**src/pkg/fir2d_pkg.sv**
```systemverilog
// Shared constants, register map and enumerations of the 2D FIR filter
package fir2d_pkg;

  // Register byte offsets
  localparam logic [11:0] ADDR_STATUS = 12'h000;
  localparam logic [11:0] ADDR_COEF = 12'h100;

  // Status word layout
  localparam int STAT_FSM_LSB = 0;
  localparam int STAT_BUSY_BIT = 2;
  localparam int STAT_FRAMES_LSB = 16;
  localparam int FRAMES_W = 16;

  // Fraction bits of a coefficient word written by software
  localparam int CIN_FRAC = 16;

  // Headroom for result scaling, both directions
  localparam int SCALE_PAD = 16;

  // AHB-Lite encodings
  localparam int HTRANS_ACT = 1;
  localparam logic [2:0] HSIZE_WORD = 3'h2;
  localparam logic [1:0] ADDR_ALIGN = 2'h0;

  typedef enum logic [1:0] {
    RND_TRUNC = 2'h0,
    RND_HALF_UP = 2'h1,
    RND_HALF_EVEN = 2'h2
  } rnd_t;

  typedef enum logic [0:0] {
    NEG_SAT = 1'h0,
    NEG_ABS = 1'h1
  } neg_t;

  // Gray order along load, compute, output
  typedef enum logic [1:0] {
    ST_LOAD = 2'h0,
    ST_CALC = 2'h1,
    ST_OUT = 2'h3
  } fsm_t;

endpackage

```
**src/core/fir2d_convert.sv**
```systemverilog
// Result to output conversion: scale, round, sign fix, constrain
`timescale 1ns/1ps
module fir2d_convert #(
  parameter int ACC_W = 32,
  parameter int FRAC = 8,
  parameter int SHIFT = 0,
  parameter fir2d_pkg::rnd_t RND = fir2d_pkg::RND_HALF_UP,
  parameter fir2d_pkg::neg_t NEG = fir2d_pkg::NEG_SAT,
  parameter int OUT_W = 8,
  parameter int OUT_MIN = 0,
  parameter int OUT_MAX = 255
)(
  input wire logic signed [ACC_W-1:0] i_acc,
  output logic [OUT_W-1:0] o_pix
);
  localparam int PAD = fir2d_pkg::SCALE_PAD;
  localparam int FB = FRAC + PAD;
  localparam int EW = ACC_W + 2 * PAD + 2;
  localparam logic signed [EW-1:0] LO = EW'(OUT_MIN);
  localparam logic signed [EW-1:0] HI = EW'(OUT_MAX);

  logic signed [EW-1:0] ext;
  logic signed [EW-1:0] ipart;
  logic signed [EW-1:0] rnd;
  logic signed [EW-1:0] mag;
  logic half;
  logic rest;

  // Four stages in fixed order; padding on both sides keeps every bit
  always_comb begin
    ext = EW'(i_acc) <<< (PAD + SHIFT);
    ipart = ext >>> FB;
    half = ext[FB-1];
    rest = |ext[FB-2:0];
    case (RND)
      fir2d_pkg::RND_HALF_UP: rnd = ipart + EW'(half);
      fir2d_pkg::RND_HALF_EVEN:
        rnd = ipart + EW'(half & (rest | ipart[0]));
      default: rnd = ipart;
    endcase
    // Saturating mode leaves negatives to the range clamp below
    if (NEG == fir2d_pkg::NEG_ABS && rnd < 0) begin
      mag = -rnd;
    end else begin
      mag = rnd;
    end
    if (mag < LO) begin
      o_pix = LO[OUT_W-1:0];
    end else if (mag > HI) begin
      o_pix = HI[OUT_W-1:0];
    end else begin
      o_pix = mag[OUT_W-1:0];
    end
  end
endmodule

```
**src/core/fir2d_filter.sv**
```systemverilog
// Streaming 2D FIR convolution filter with AHB-Lite coefficient port
//
// The address map and the AHB-Lite register port were chosen for this implementation.
`timescale 1ns/1ps
module fir2d_filter #(
  parameter int IN_W = 8,
  parameter int OUT_W = 8,
  parameter int COEF_W = 16,
  parameter int COEF_FRAC = 8,
  parameter int KSIZE = 3,
  parameter int PLANES = 3,
  parameter int FRAME_W = 8,
  parameter int FRAME_H = 6,
  parameter bit SYMMETRIC = 1'b0,
  parameter bit RUNTIME_COEF = 1'b1,
  parameter int SHIFT = 0,
  parameter fir2d_pkg::rnd_t RND = fir2d_pkg::RND_HALF_UP,
  parameter fir2d_pkg::neg_t NEG = fir2d_pkg::NEG_SAT,
  parameter int OUT_MIN = 0,
  parameter int OUT_MAX = (1 << OUT_W) - 1,
  parameter logic [KSIZE*KSIZE*COEF_W-1:0] COEF_FIXED = '0
)(
  input wire logic I_REF_CLK,
  input wire logic I_RESETN,
  input wire logic I_HSEL,
  input wire logic [31:0] I_HADDR,
  input wire logic [1:0] I_HTRANS,
  input wire logic I_HWRITE,
  input wire logic [2:0] I_HSIZE,
  input wire logic [31:0] I_HWDATA,
  input wire logic I_HREADY,
  output logic O_HREADYOUT,
  output logic O_HRESP,
  output logic [31:0] O_HRDATA,
  input wire logic I_VALID,
  input wire logic I_SOP,
  input wire logic [IN_W-1:0] I_DATA,
  output logic O_READY,
  output logic O_VALID,
  output logic O_SOP,
  output logic O_EOP,
  output logic [OUT_W-1:0] O_DATA,
  input wire logic I_READY
);
  localparam int NT = KSIZE * KSIZE;
  localparam int HALF_K = KSIZE / 2;
  localparam int NTAPS = SYMMETRIC ? NT / 2 + 1 : NT;
  localparam int DEPTH = FRAME_W * FRAME_H * PLANES;
  localparam int AW = $clog2(DEPTH);
  localparam int XW = $clog2(FRAME_W + 1);
  localparam int YW = $clog2(FRAME_H + 1);
  localparam int PW = $clog2(PLANES + 1);
  localparam int TW = $clog2(NT + 1);
  // Worst case: pixel pair times coefficient summed over every tap
  localparam int ACC_W = IN_W + COEF_W + $clog2(NT) + 3;
  localparam int DROP = fir2d_pkg::CIN_FRAC - COEF_FRAC;
  localparam logic signed [35:0] CMAX = (36'sh1 <<< (COEF_W - 1)) - 36'sh1;
  localparam logic signed [35:0] CMIN = -CMAX - 36'sh1;
  localparam logic signed [35:0] CHALF =
    (DROP > 0) ? (36'sh1 <<< (DROP - 1)) : 36'sh0;
  localparam int FW = fir2d_pkg::FRAMES_W;

  // Refuse settings the datapath cannot serve
  if (KSIZE != 3 && KSIZE != 5 && KSIZE != 7) begin : g_bad_k
    $error("KSIZE must be 3, 5 or 7");
  end
  if (IN_W < 4 || IN_W > 20 || OUT_W < 4 || OUT_W > 20) begin : g_bad_w
    $error("sample widths must be 4 to 20");
  end
  if (COEF_W < 2 || COEF_W > 35 || COEF_FRAC < 0 ||
      COEF_FRAC >= COEF_W || DROP < 0) begin : g_bad_c
    $error("coefficient format out of range");
  end
  if (SHIFT < -16 || SHIFT > 16) begin : g_bad_s
    $error("SHIFT must be -16 to 16");
  end
  if (OUT_MIN < 0 || OUT_MIN > OUT_MAX ||
      OUT_MAX > (1 << OUT_W) - 1) begin : g_bad_r
    $error("output guard bands out of range");
  end
  if (PLANES < 1 || PLANES > 3 || FRAME_W < 2 || FRAME_H < 2) begin : g_bad_f
    $error("frame geometry out of range");
  end

  typedef struct packed {
    fir2d_pkg::fsm_t fsm;
    logic [AW-1:0] wr;
    logic [XW-1:0] x;
    logic [YW-1:0] y;
    logic [PW-1:0] p;
    logic [TW-1:0] tap;
    logic signed [ACC_W-1:0] acc;
    logic [OUT_W-1:0] dat;
    logic sop;
    logic eop;
    logic [NT-1:0][COEF_W-1:0] coef;
    logic [DEPTH-1:0][IN_W-1:0] mem;
    logic hw;
    logic [31:0] ha;
    logic [31:0] rdata;
    logic [FW-1:0] frames;
  } state_t;

  state_t s_r;
  state_t s_nxt;

  // Coefficient index of a byte address, or -1 when not a coefficient
  function automatic int coef_sel(input logic [31:0] a);
    int d;
    d = int'(a[11:0]) - int'(fir2d_pkg::ADDR_COEF);
    if (a[31:12] != 20'h0 || d < 0 || a[1:0] != fir2d_pkg::ADDR_ALIGN ||
        d / 4 >= NT) begin
      return -1;
    end
    return d / 4;
  endfunction

  // Round half up from the software format, then saturate to the width
  function automatic logic [COEF_W-1:0] round_coef(input logic [31:0] w);
    logic signed [35:0] v;
    v = (36'(signed'(w)) + CHALF) >>> DROP;
    if (v > CMAX) begin
      v = CMAX;
    end else if (v < CMIN) begin
      v = CMIN;
    end
    return v[COEF_W-1:0];
  endfunction

  // True when tap t of the window centred on (x,y) falls off the frame
  function automatic bit outside(input int t, input int x, input int y);
    int px;
    int py;
    px = x + t % KSIZE - HALF_K;
    py = y + t / KSIZE - HALF_K;
    return px < 0 || px >= FRAME_W || py < 0 || py >= FRAME_H;
  endfunction

  // Sample under tap t, zero beyond any border
  function automatic logic [IN_W-1:0] get_pix(input int t, input int x,
      input int y, input int p, input logic [DEPTH-1:0][IN_W-1:0] m);
    int px;
    int py;
    px = x + t % KSIZE - HALF_K;
    py = y + t / KSIZE - HALF_K;
    if (outside(t, x, y)) begin
      return '0;
    end
    return m[(py * FRAME_W + px) * PLANES + p];
  endfunction

  logic [IN_W-1:0] pix_a_w;
  logic [IN_W-1:0] pix_b_w;
  logic [IN_W:0] pair_w;
  logic signed [ACC_W-1:0] sum_w;
  logic [OUT_W-1:0] conv_w;
  logic [COEF_W-1:0] coef_wr_w;
  int mirror_w;
  logic last_p_w;
  logic last_x_w;
  logic last_y_w;

  // Tap pixel and its mirror; pairing shares one multiply per tap pair
  assign mirror_w = NT - 1 - int'(s_r.tap);
  assign pix_a_w = get_pix(int'(s_r.tap), int'(s_r.x), int'(s_r.y),
                           int'(s_r.p), s_r.mem);
  assign pix_b_w = (SYMMETRIC && mirror_w != int'(s_r.tap)) ?
    get_pix(mirror_w, int'(s_r.x), int'(s_r.y), int'(s_r.p), s_r.mem) :
    '0;
  assign pair_w = {1'h0, pix_a_w} + {1'h0, pix_b_w};
  // Operands widened before the product so no bit is lost
  assign sum_w = s_r.acc + ACC_W'(signed'({1'h0, pair_w})) *
    ACC_W'(signed'(s_r.coef[s_r.tap]));
  assign coef_wr_w = round_coef(I_HWDATA);

  // Position of the current output sample, plane order kept
  assign last_p_w = s_r.p == PW'(PLANES - 1);
  assign last_x_w = s_r.x == XW'(FRAME_W - 1);
  assign last_y_w = s_r.y == YW'(FRAME_H - 1);

  fir2d_convert #(
    .ACC_W(ACC_W),
    .FRAC(COEF_FRAC),
    .SHIFT(SHIFT),
    .RND(RND),
    .NEG(NEG),
    .OUT_W(OUT_W),
    .OUT_MIN(OUT_MIN),
    .OUT_MAX(OUT_MAX)
  ) u_convert (
    .i_acc(sum_w),
    .o_pix(conv_w)
  );

  // Next state: bus slave, frame store, tap walk, output hold
  always_comb begin
    int sel;
    logic [AW-1:0] widx;
    sel = coef_sel(s_r.ha);
    widx = s_r.wr;
    s_nxt = s_r;
    // Data phase of a write; read data below sees it at once
    if (s_r.hw && sel >= 0 && RUNTIME_COEF) begin
      s_nxt.coef[sel] = coef_wr_w;
    end
    s_nxt.hw = 1'h0;
    if (I_HREADY && I_HSEL && I_HTRANS[fir2d_pkg::HTRANS_ACT]) begin
      s_nxt.hw = I_HWRITE && I_HSIZE == fir2d_pkg::HSIZE_WORD;
      s_nxt.ha = I_HADDR;
      s_nxt.rdata = '0;
      if (!I_HWRITE) begin
        sel = coef_sel(I_HADDR);
        if (I_HADDR == 32'(fir2d_pkg::ADDR_STATUS)) begin
          s_nxt.rdata[fir2d_pkg::STAT_FSM_LSB+:2] = s_r.fsm;
          s_nxt.rdata[fir2d_pkg::STAT_BUSY_BIT] =
            s_r.fsm != fir2d_pkg::ST_LOAD;
          s_nxt.rdata[fir2d_pkg::STAT_FRAMES_LSB+:FW] = s_r.frames;
        end else if (sel >= 0) begin
          s_nxt.rdata = 32'(signed'(s_nxt.coef[sel]));
        end
      end
    end
    case (s_r.fsm)
      fir2d_pkg::ST_LOAD: begin
        // A start of packet restarts the frame at its first sample
        if (I_VALID) begin
          widx = I_SOP ? '0 : s_r.wr;
          s_nxt.mem[widx] = I_DATA;
          if (widx == AW'(DEPTH - 1)) begin
            s_nxt.wr = '0;
            s_nxt.fsm = fir2d_pkg::ST_CALC;
            s_nxt.x = '0;
            s_nxt.y = '0;
            s_nxt.p = '0;
            s_nxt.tap = '0;
            s_nxt.acc = '0;
          end else begin
            s_nxt.wr = widx + 1'h1;
          end
        end
      end
      fir2d_pkg::ST_CALC: begin
        // One tap per cycle; one multiplier serves the whole kernel
        s_nxt.acc = sum_w;
        if (s_r.tap == TW'(NTAPS - 1)) begin
          s_nxt.dat = conv_w;
          s_nxt.sop = s_r.x == '0 && s_r.y == '0 && s_r.p == '0;
          s_nxt.eop = last_p_w && last_x_w && last_y_w;
          s_nxt.fsm = fir2d_pkg::ST_OUT;
        end else begin
          s_nxt.tap = s_r.tap + 1'h1;
        end
      end
      fir2d_pkg::ST_OUT: begin
        // Result holds until the sink takes it
        if (I_READY) begin
          s_nxt.sop = 1'h0;
          s_nxt.eop = 1'h0;
          s_nxt.tap = '0;
          s_nxt.acc = '0;
          s_nxt.fsm = fir2d_pkg::ST_CALC;
          s_nxt.p = s_r.p + 1'h1;
          if (last_p_w) begin
            s_nxt.p = '0;
            s_nxt.x = s_r.x + 1'h1;
            if (last_x_w) begin
              s_nxt.x = '0;
              s_nxt.y = s_r.y + 1'h1;
              if (last_y_w) begin
                s_nxt.y = '0;
                s_nxt.fsm = fir2d_pkg::ST_LOAD;
                s_nxt.frames = s_r.frames + 1'h1;
              end
            end
          end
        end
      end
      default: s_nxt.fsm = fir2d_pkg::ST_LOAD;
    endcase
  end

  // State register; coefficients start from the build-time set
  always_ff @(posedge I_REF_CLK or negedge I_RESETN) begin
    if (!I_RESETN) begin
      s_r <= '0;
      s_r.coef <= COEF_FIXED;
    end else begin
      s_r <= s_nxt;
    end
  end

  // Zero wait state slave, always OKAY
  assign O_HREADYOUT = 1'h1;
  assign O_HRESP = 1'h0;
  assign O_HRDATA = s_r.rdata;
  assign O_READY = s_r.fsm == fir2d_pkg::ST_LOAD;
  assign O_VALID = s_r.fsm == fir2d_pkg::ST_OUT;
  assign O_SOP = s_r.sop;
  assign O_EOP = s_r.eop;
  assign O_DATA = s_r.dat;
endmodule

```
**config.mk**
```make
export PLATFORM = sky130hd
export DESIGN_NAME = fir2d_filter
export DESIGN_NICKNAME = d
export VERILOG_FILES = /design/src/pkg/fir2d_pkg.sv /design/src/core/fir2d_convert.sv /design/src/core/fir2d_filter.sv
export SDC_FILE = /design/constraint.sdc
export NUM_CORES = 2
export LEC_CHECK = 0
export ABC_AREA = 1
export BUFFER_PORTS_ARGS = -buffer_cell sky130_fd_sc_hd__buf_2
export CAP_MARGIN = 0
export CORE_MARGIN = 5
export CORE_UTILIZATION = 67
export CTS_BUF_LIST = sky130_fd_sc_hd__clkbuf_4
export DETAILED_ROUTE_END_ITERATION = 7
export PLACE_DENSITY = 0.84
export SYNTH_ARGS = -nofsm -noshare
export SYNTH_HDL_FRONTEND = slang
export SYNTH_SLANG_ARGS = --single-unit
```
**constraint.sdc**
```tcl
create_clock -name I_REF_CLK -period 24.2 [get_ports I_REF_CLK]
set_input_delay 2.42 -clock I_REF_CLK [delete_from_list [all_inputs] [get_ports I_REF_CLK]]
set_output_delay 2.42 -clock I_REF_CLK [all_outputs]
set_load 0.02 [all_outputs]
```
==> summary.txt <==
status: finished, final reports clean
Remaining DRCs: 0
root buffer cell: clkbuf_4
tightest slew margin relative to the limit: 12.7%
total length of routed wires: 225 mm
Clock Path Buffers: 4
proportion of synthesized flip-flops having asynchronous set or reset: 100%
worst-path cell with the longest stage delay: nor2_2
die width: 352 microns
synth unique cells: 70
CP Data Arrival Time: 17.66 ns
critical register-to-register path startpoint: s_r[1420]
number of global-route vias before repair: 69.0k
Hold WC Path Type: flip-flop to flip-flop
required time of the critical path: 25.32 ns
half-perimeter wire length of the detailed placement result: 141 mm
minimum clock period: 16.54 ns
total nets after synthesis: 10.3k
fillers: 9,257
clock slew at the register clock pins of the worst setup and hold paths: 0.07 ns
port buffer count: 120
most common cell after layout, fill and taps aside: nand2_1
initial antenna violation count: 6
die area: 124,000 sq um
number of warning messages in the yosys log: 0
met1 layer usage reported by global route: 47.0%
Hold Path Stages: 2
routed vias/inst: 6.18
CTS tree: built
area inside the core boundary: 116,000 sq um
vias after detailed routing: 71.8k
final setup skew: 0.134 ns
Worst Setup Start Kind: flip-flop
met3 usage: 7.40%
grt met2 use: 54.7%
worst-case hold path end point: O_HRDATA[14]
CTS buffer count: 377
Post-Synthesis Cells: 9,928
startpoint of the tightest hold check path: O_HRDATA[14]
number of buffer and inverter instances along the worst setup path: 13
number of cells on the worst reg-to-reg path: 67
Seq cells post-synth: 1,441
CP Max Fanout: 17
number of primary I/O pins: 131
final weighted congestion in routability-driven placement: 0.940
Final Hold Fails: 0
max-cap violation count: 0
final-report setup violation count: 0
end of the worst register-to-register path: O_DATA[6]
Setup Crit Path Kind: flip-flop to flip-flop
detailed-router iteration count before antenna repair: 8
total negative slack: 0 ns
crit share post-route: 68.4%
Largest stage delay, worst path: 1.06 ns
unrepaired setup endpoints after global routing: false
synthesized area: 78,600 sq um
GRT Total Usage: 35.4%
fraction of the yosys area taken by sequential cells: 45.9%
highest clock frequency the design can meet: 60.5 MHz
post_cts resized: 0
CTS hold repair buffers: 0
mean cell area of the mapped netlist: 7.91 sq um
number of sinks on the clock net: 1,441
slew of the pin with the lowest slew margin: 1.31 ns
commonest cells after routing, fill and taps aside: nand2_1 (3,059), dfrtp_1 (1,440), o21ai_0 (1,422)
insertion delay of the later-clocked pin in the worst-skew pair: 1.31 ns
effective utilization at floorplan: 67.5%
number of buffers inserted to repair setup after CTS: 0
R2R Setup Slk: 7.66 ns
predominant post-synthesis flop cell: dfrtp_1
max-slew violations: 0
average detailed-routed wire length per instance: 19.4 microns
largest net degree at the start of global routing: 183
highest-utilization routing layer at the global route stage: met2
total number of H-tree levels: 5
number of enable-type register cells in the synthesized netlist: 0
antenna-violating nets left: 0
fraction of final layout cells with drive strength greater than 1: 8.80%
area added between synthesis and finish: 6.34%
Row Count: 125
residual overflow from global routing: 0
floorplan die height: 352 microns
CP delay by family, top: adder cells
Iteration-0 DRC Markers: 8,886
crit end category: flip-flop
final layout net count: 10.2k
first-pass GRT wire length: 359 mm
-- final cells by class --
type	instances	area, sq um	share of cell area [%]
clock inverters	59	307	0.367
clock buffers	549	4120	4.93
repair buffers	214	1410	1.69
well taps	1524	1910	2.28
diodes	11	27.5	0.0330
multi-input cells	7102	37000	44.3
flip-flops and latches	1441	36100	43.2
inverters	707	2690	3.22
-- synth_stat cells, types with 86 or more instances --
cell type / number / area, sq um
nand2_1: 3059 / 11500
dfrtp_1: 1441 / 36100
o21ai_0: 1422 / 7120
a21oi_1: 704 / 3520
inv_1: 677 / 2540
clkbuf_1: 466 / 1750
nor2_1: 365 / 1370
nand3_1: 353 / 1770
ha_1: 169 / 2110
a221oi_1: 142 / 1240
fa_1: 135 / 2700
nand4_1: 87 / 544
buf_2: 86 / 430
-- worst max-delay path by stage --
stage	cells after the start	start	end
2_1_floorplan	68	s_r[1420]	O_DATA[6]
3_3_place_gp	66	s_r[1420]	O_DATA[6]
3_5_place_dp	66	s_r[1420]	O_DATA[6]
4_1_cts	66	s_r[1420]	O_DATA[6]
5_1_grt	71	s_r[1420]	O_DATA[6]
6_report	67	s_r[1420]	O_DATA[6]
-- registers in the layout, summed over array words and instances (netlist names) --
signal	cells
O_DATA	8
O_EOP	1
O_HRDATA	32
O_SOP	1
s_r	1399
-- metrics by stage --
stage / utilization, % / hold WS [ns] / worst slack, ns / cells / area, sq um
global route: 71.8 / 0.486 / 7.01 / 11600 / 83500
CTS: 71.8 / 0.475 / 8.28 / 11600 / 83500
finish: 71.8 / 0.473 / 7.66 / 11600 / 83500
global placement: 68.0 / 0.458 / 8.50 / 11000 / 79100
floorplan: - / 0.440 / 12.13 / 9928 / 78600
detailed placement: 68.0 / 0.460 / 8.38 / 11000 / 79100
-- tightest hold or removal path, stage by stage (launching register included) --
cell	delay [ns]
dfrtp_1	0.34
nand2_1	0.05
nand2_1	0.05
-- kinds of logic after synthesis --
family          synth area share [%]
mux                           0.0255
fa+ha+maj                       6.13
compound gates                  18.9
flops                           45.9
buf+inv                         7.06
simple gates                    20.8
other cells                  0.00956
xor+xnor                        1.14
-- layer usage --
| layer | wire length [microns] | up-vias |
|---|---|---|
| met1 | 88300 | 34100 |
| met3 | 22500 | 798 |
| li1 | - | 33000 |
| met2 | 101000 | 3960 |
| met4 | 12800 | 2 |
| met5 | 13 | - |
Power is not shown: default switching activity piles up to over one toggle a cycle in this logic, so the estimate is an artifact.
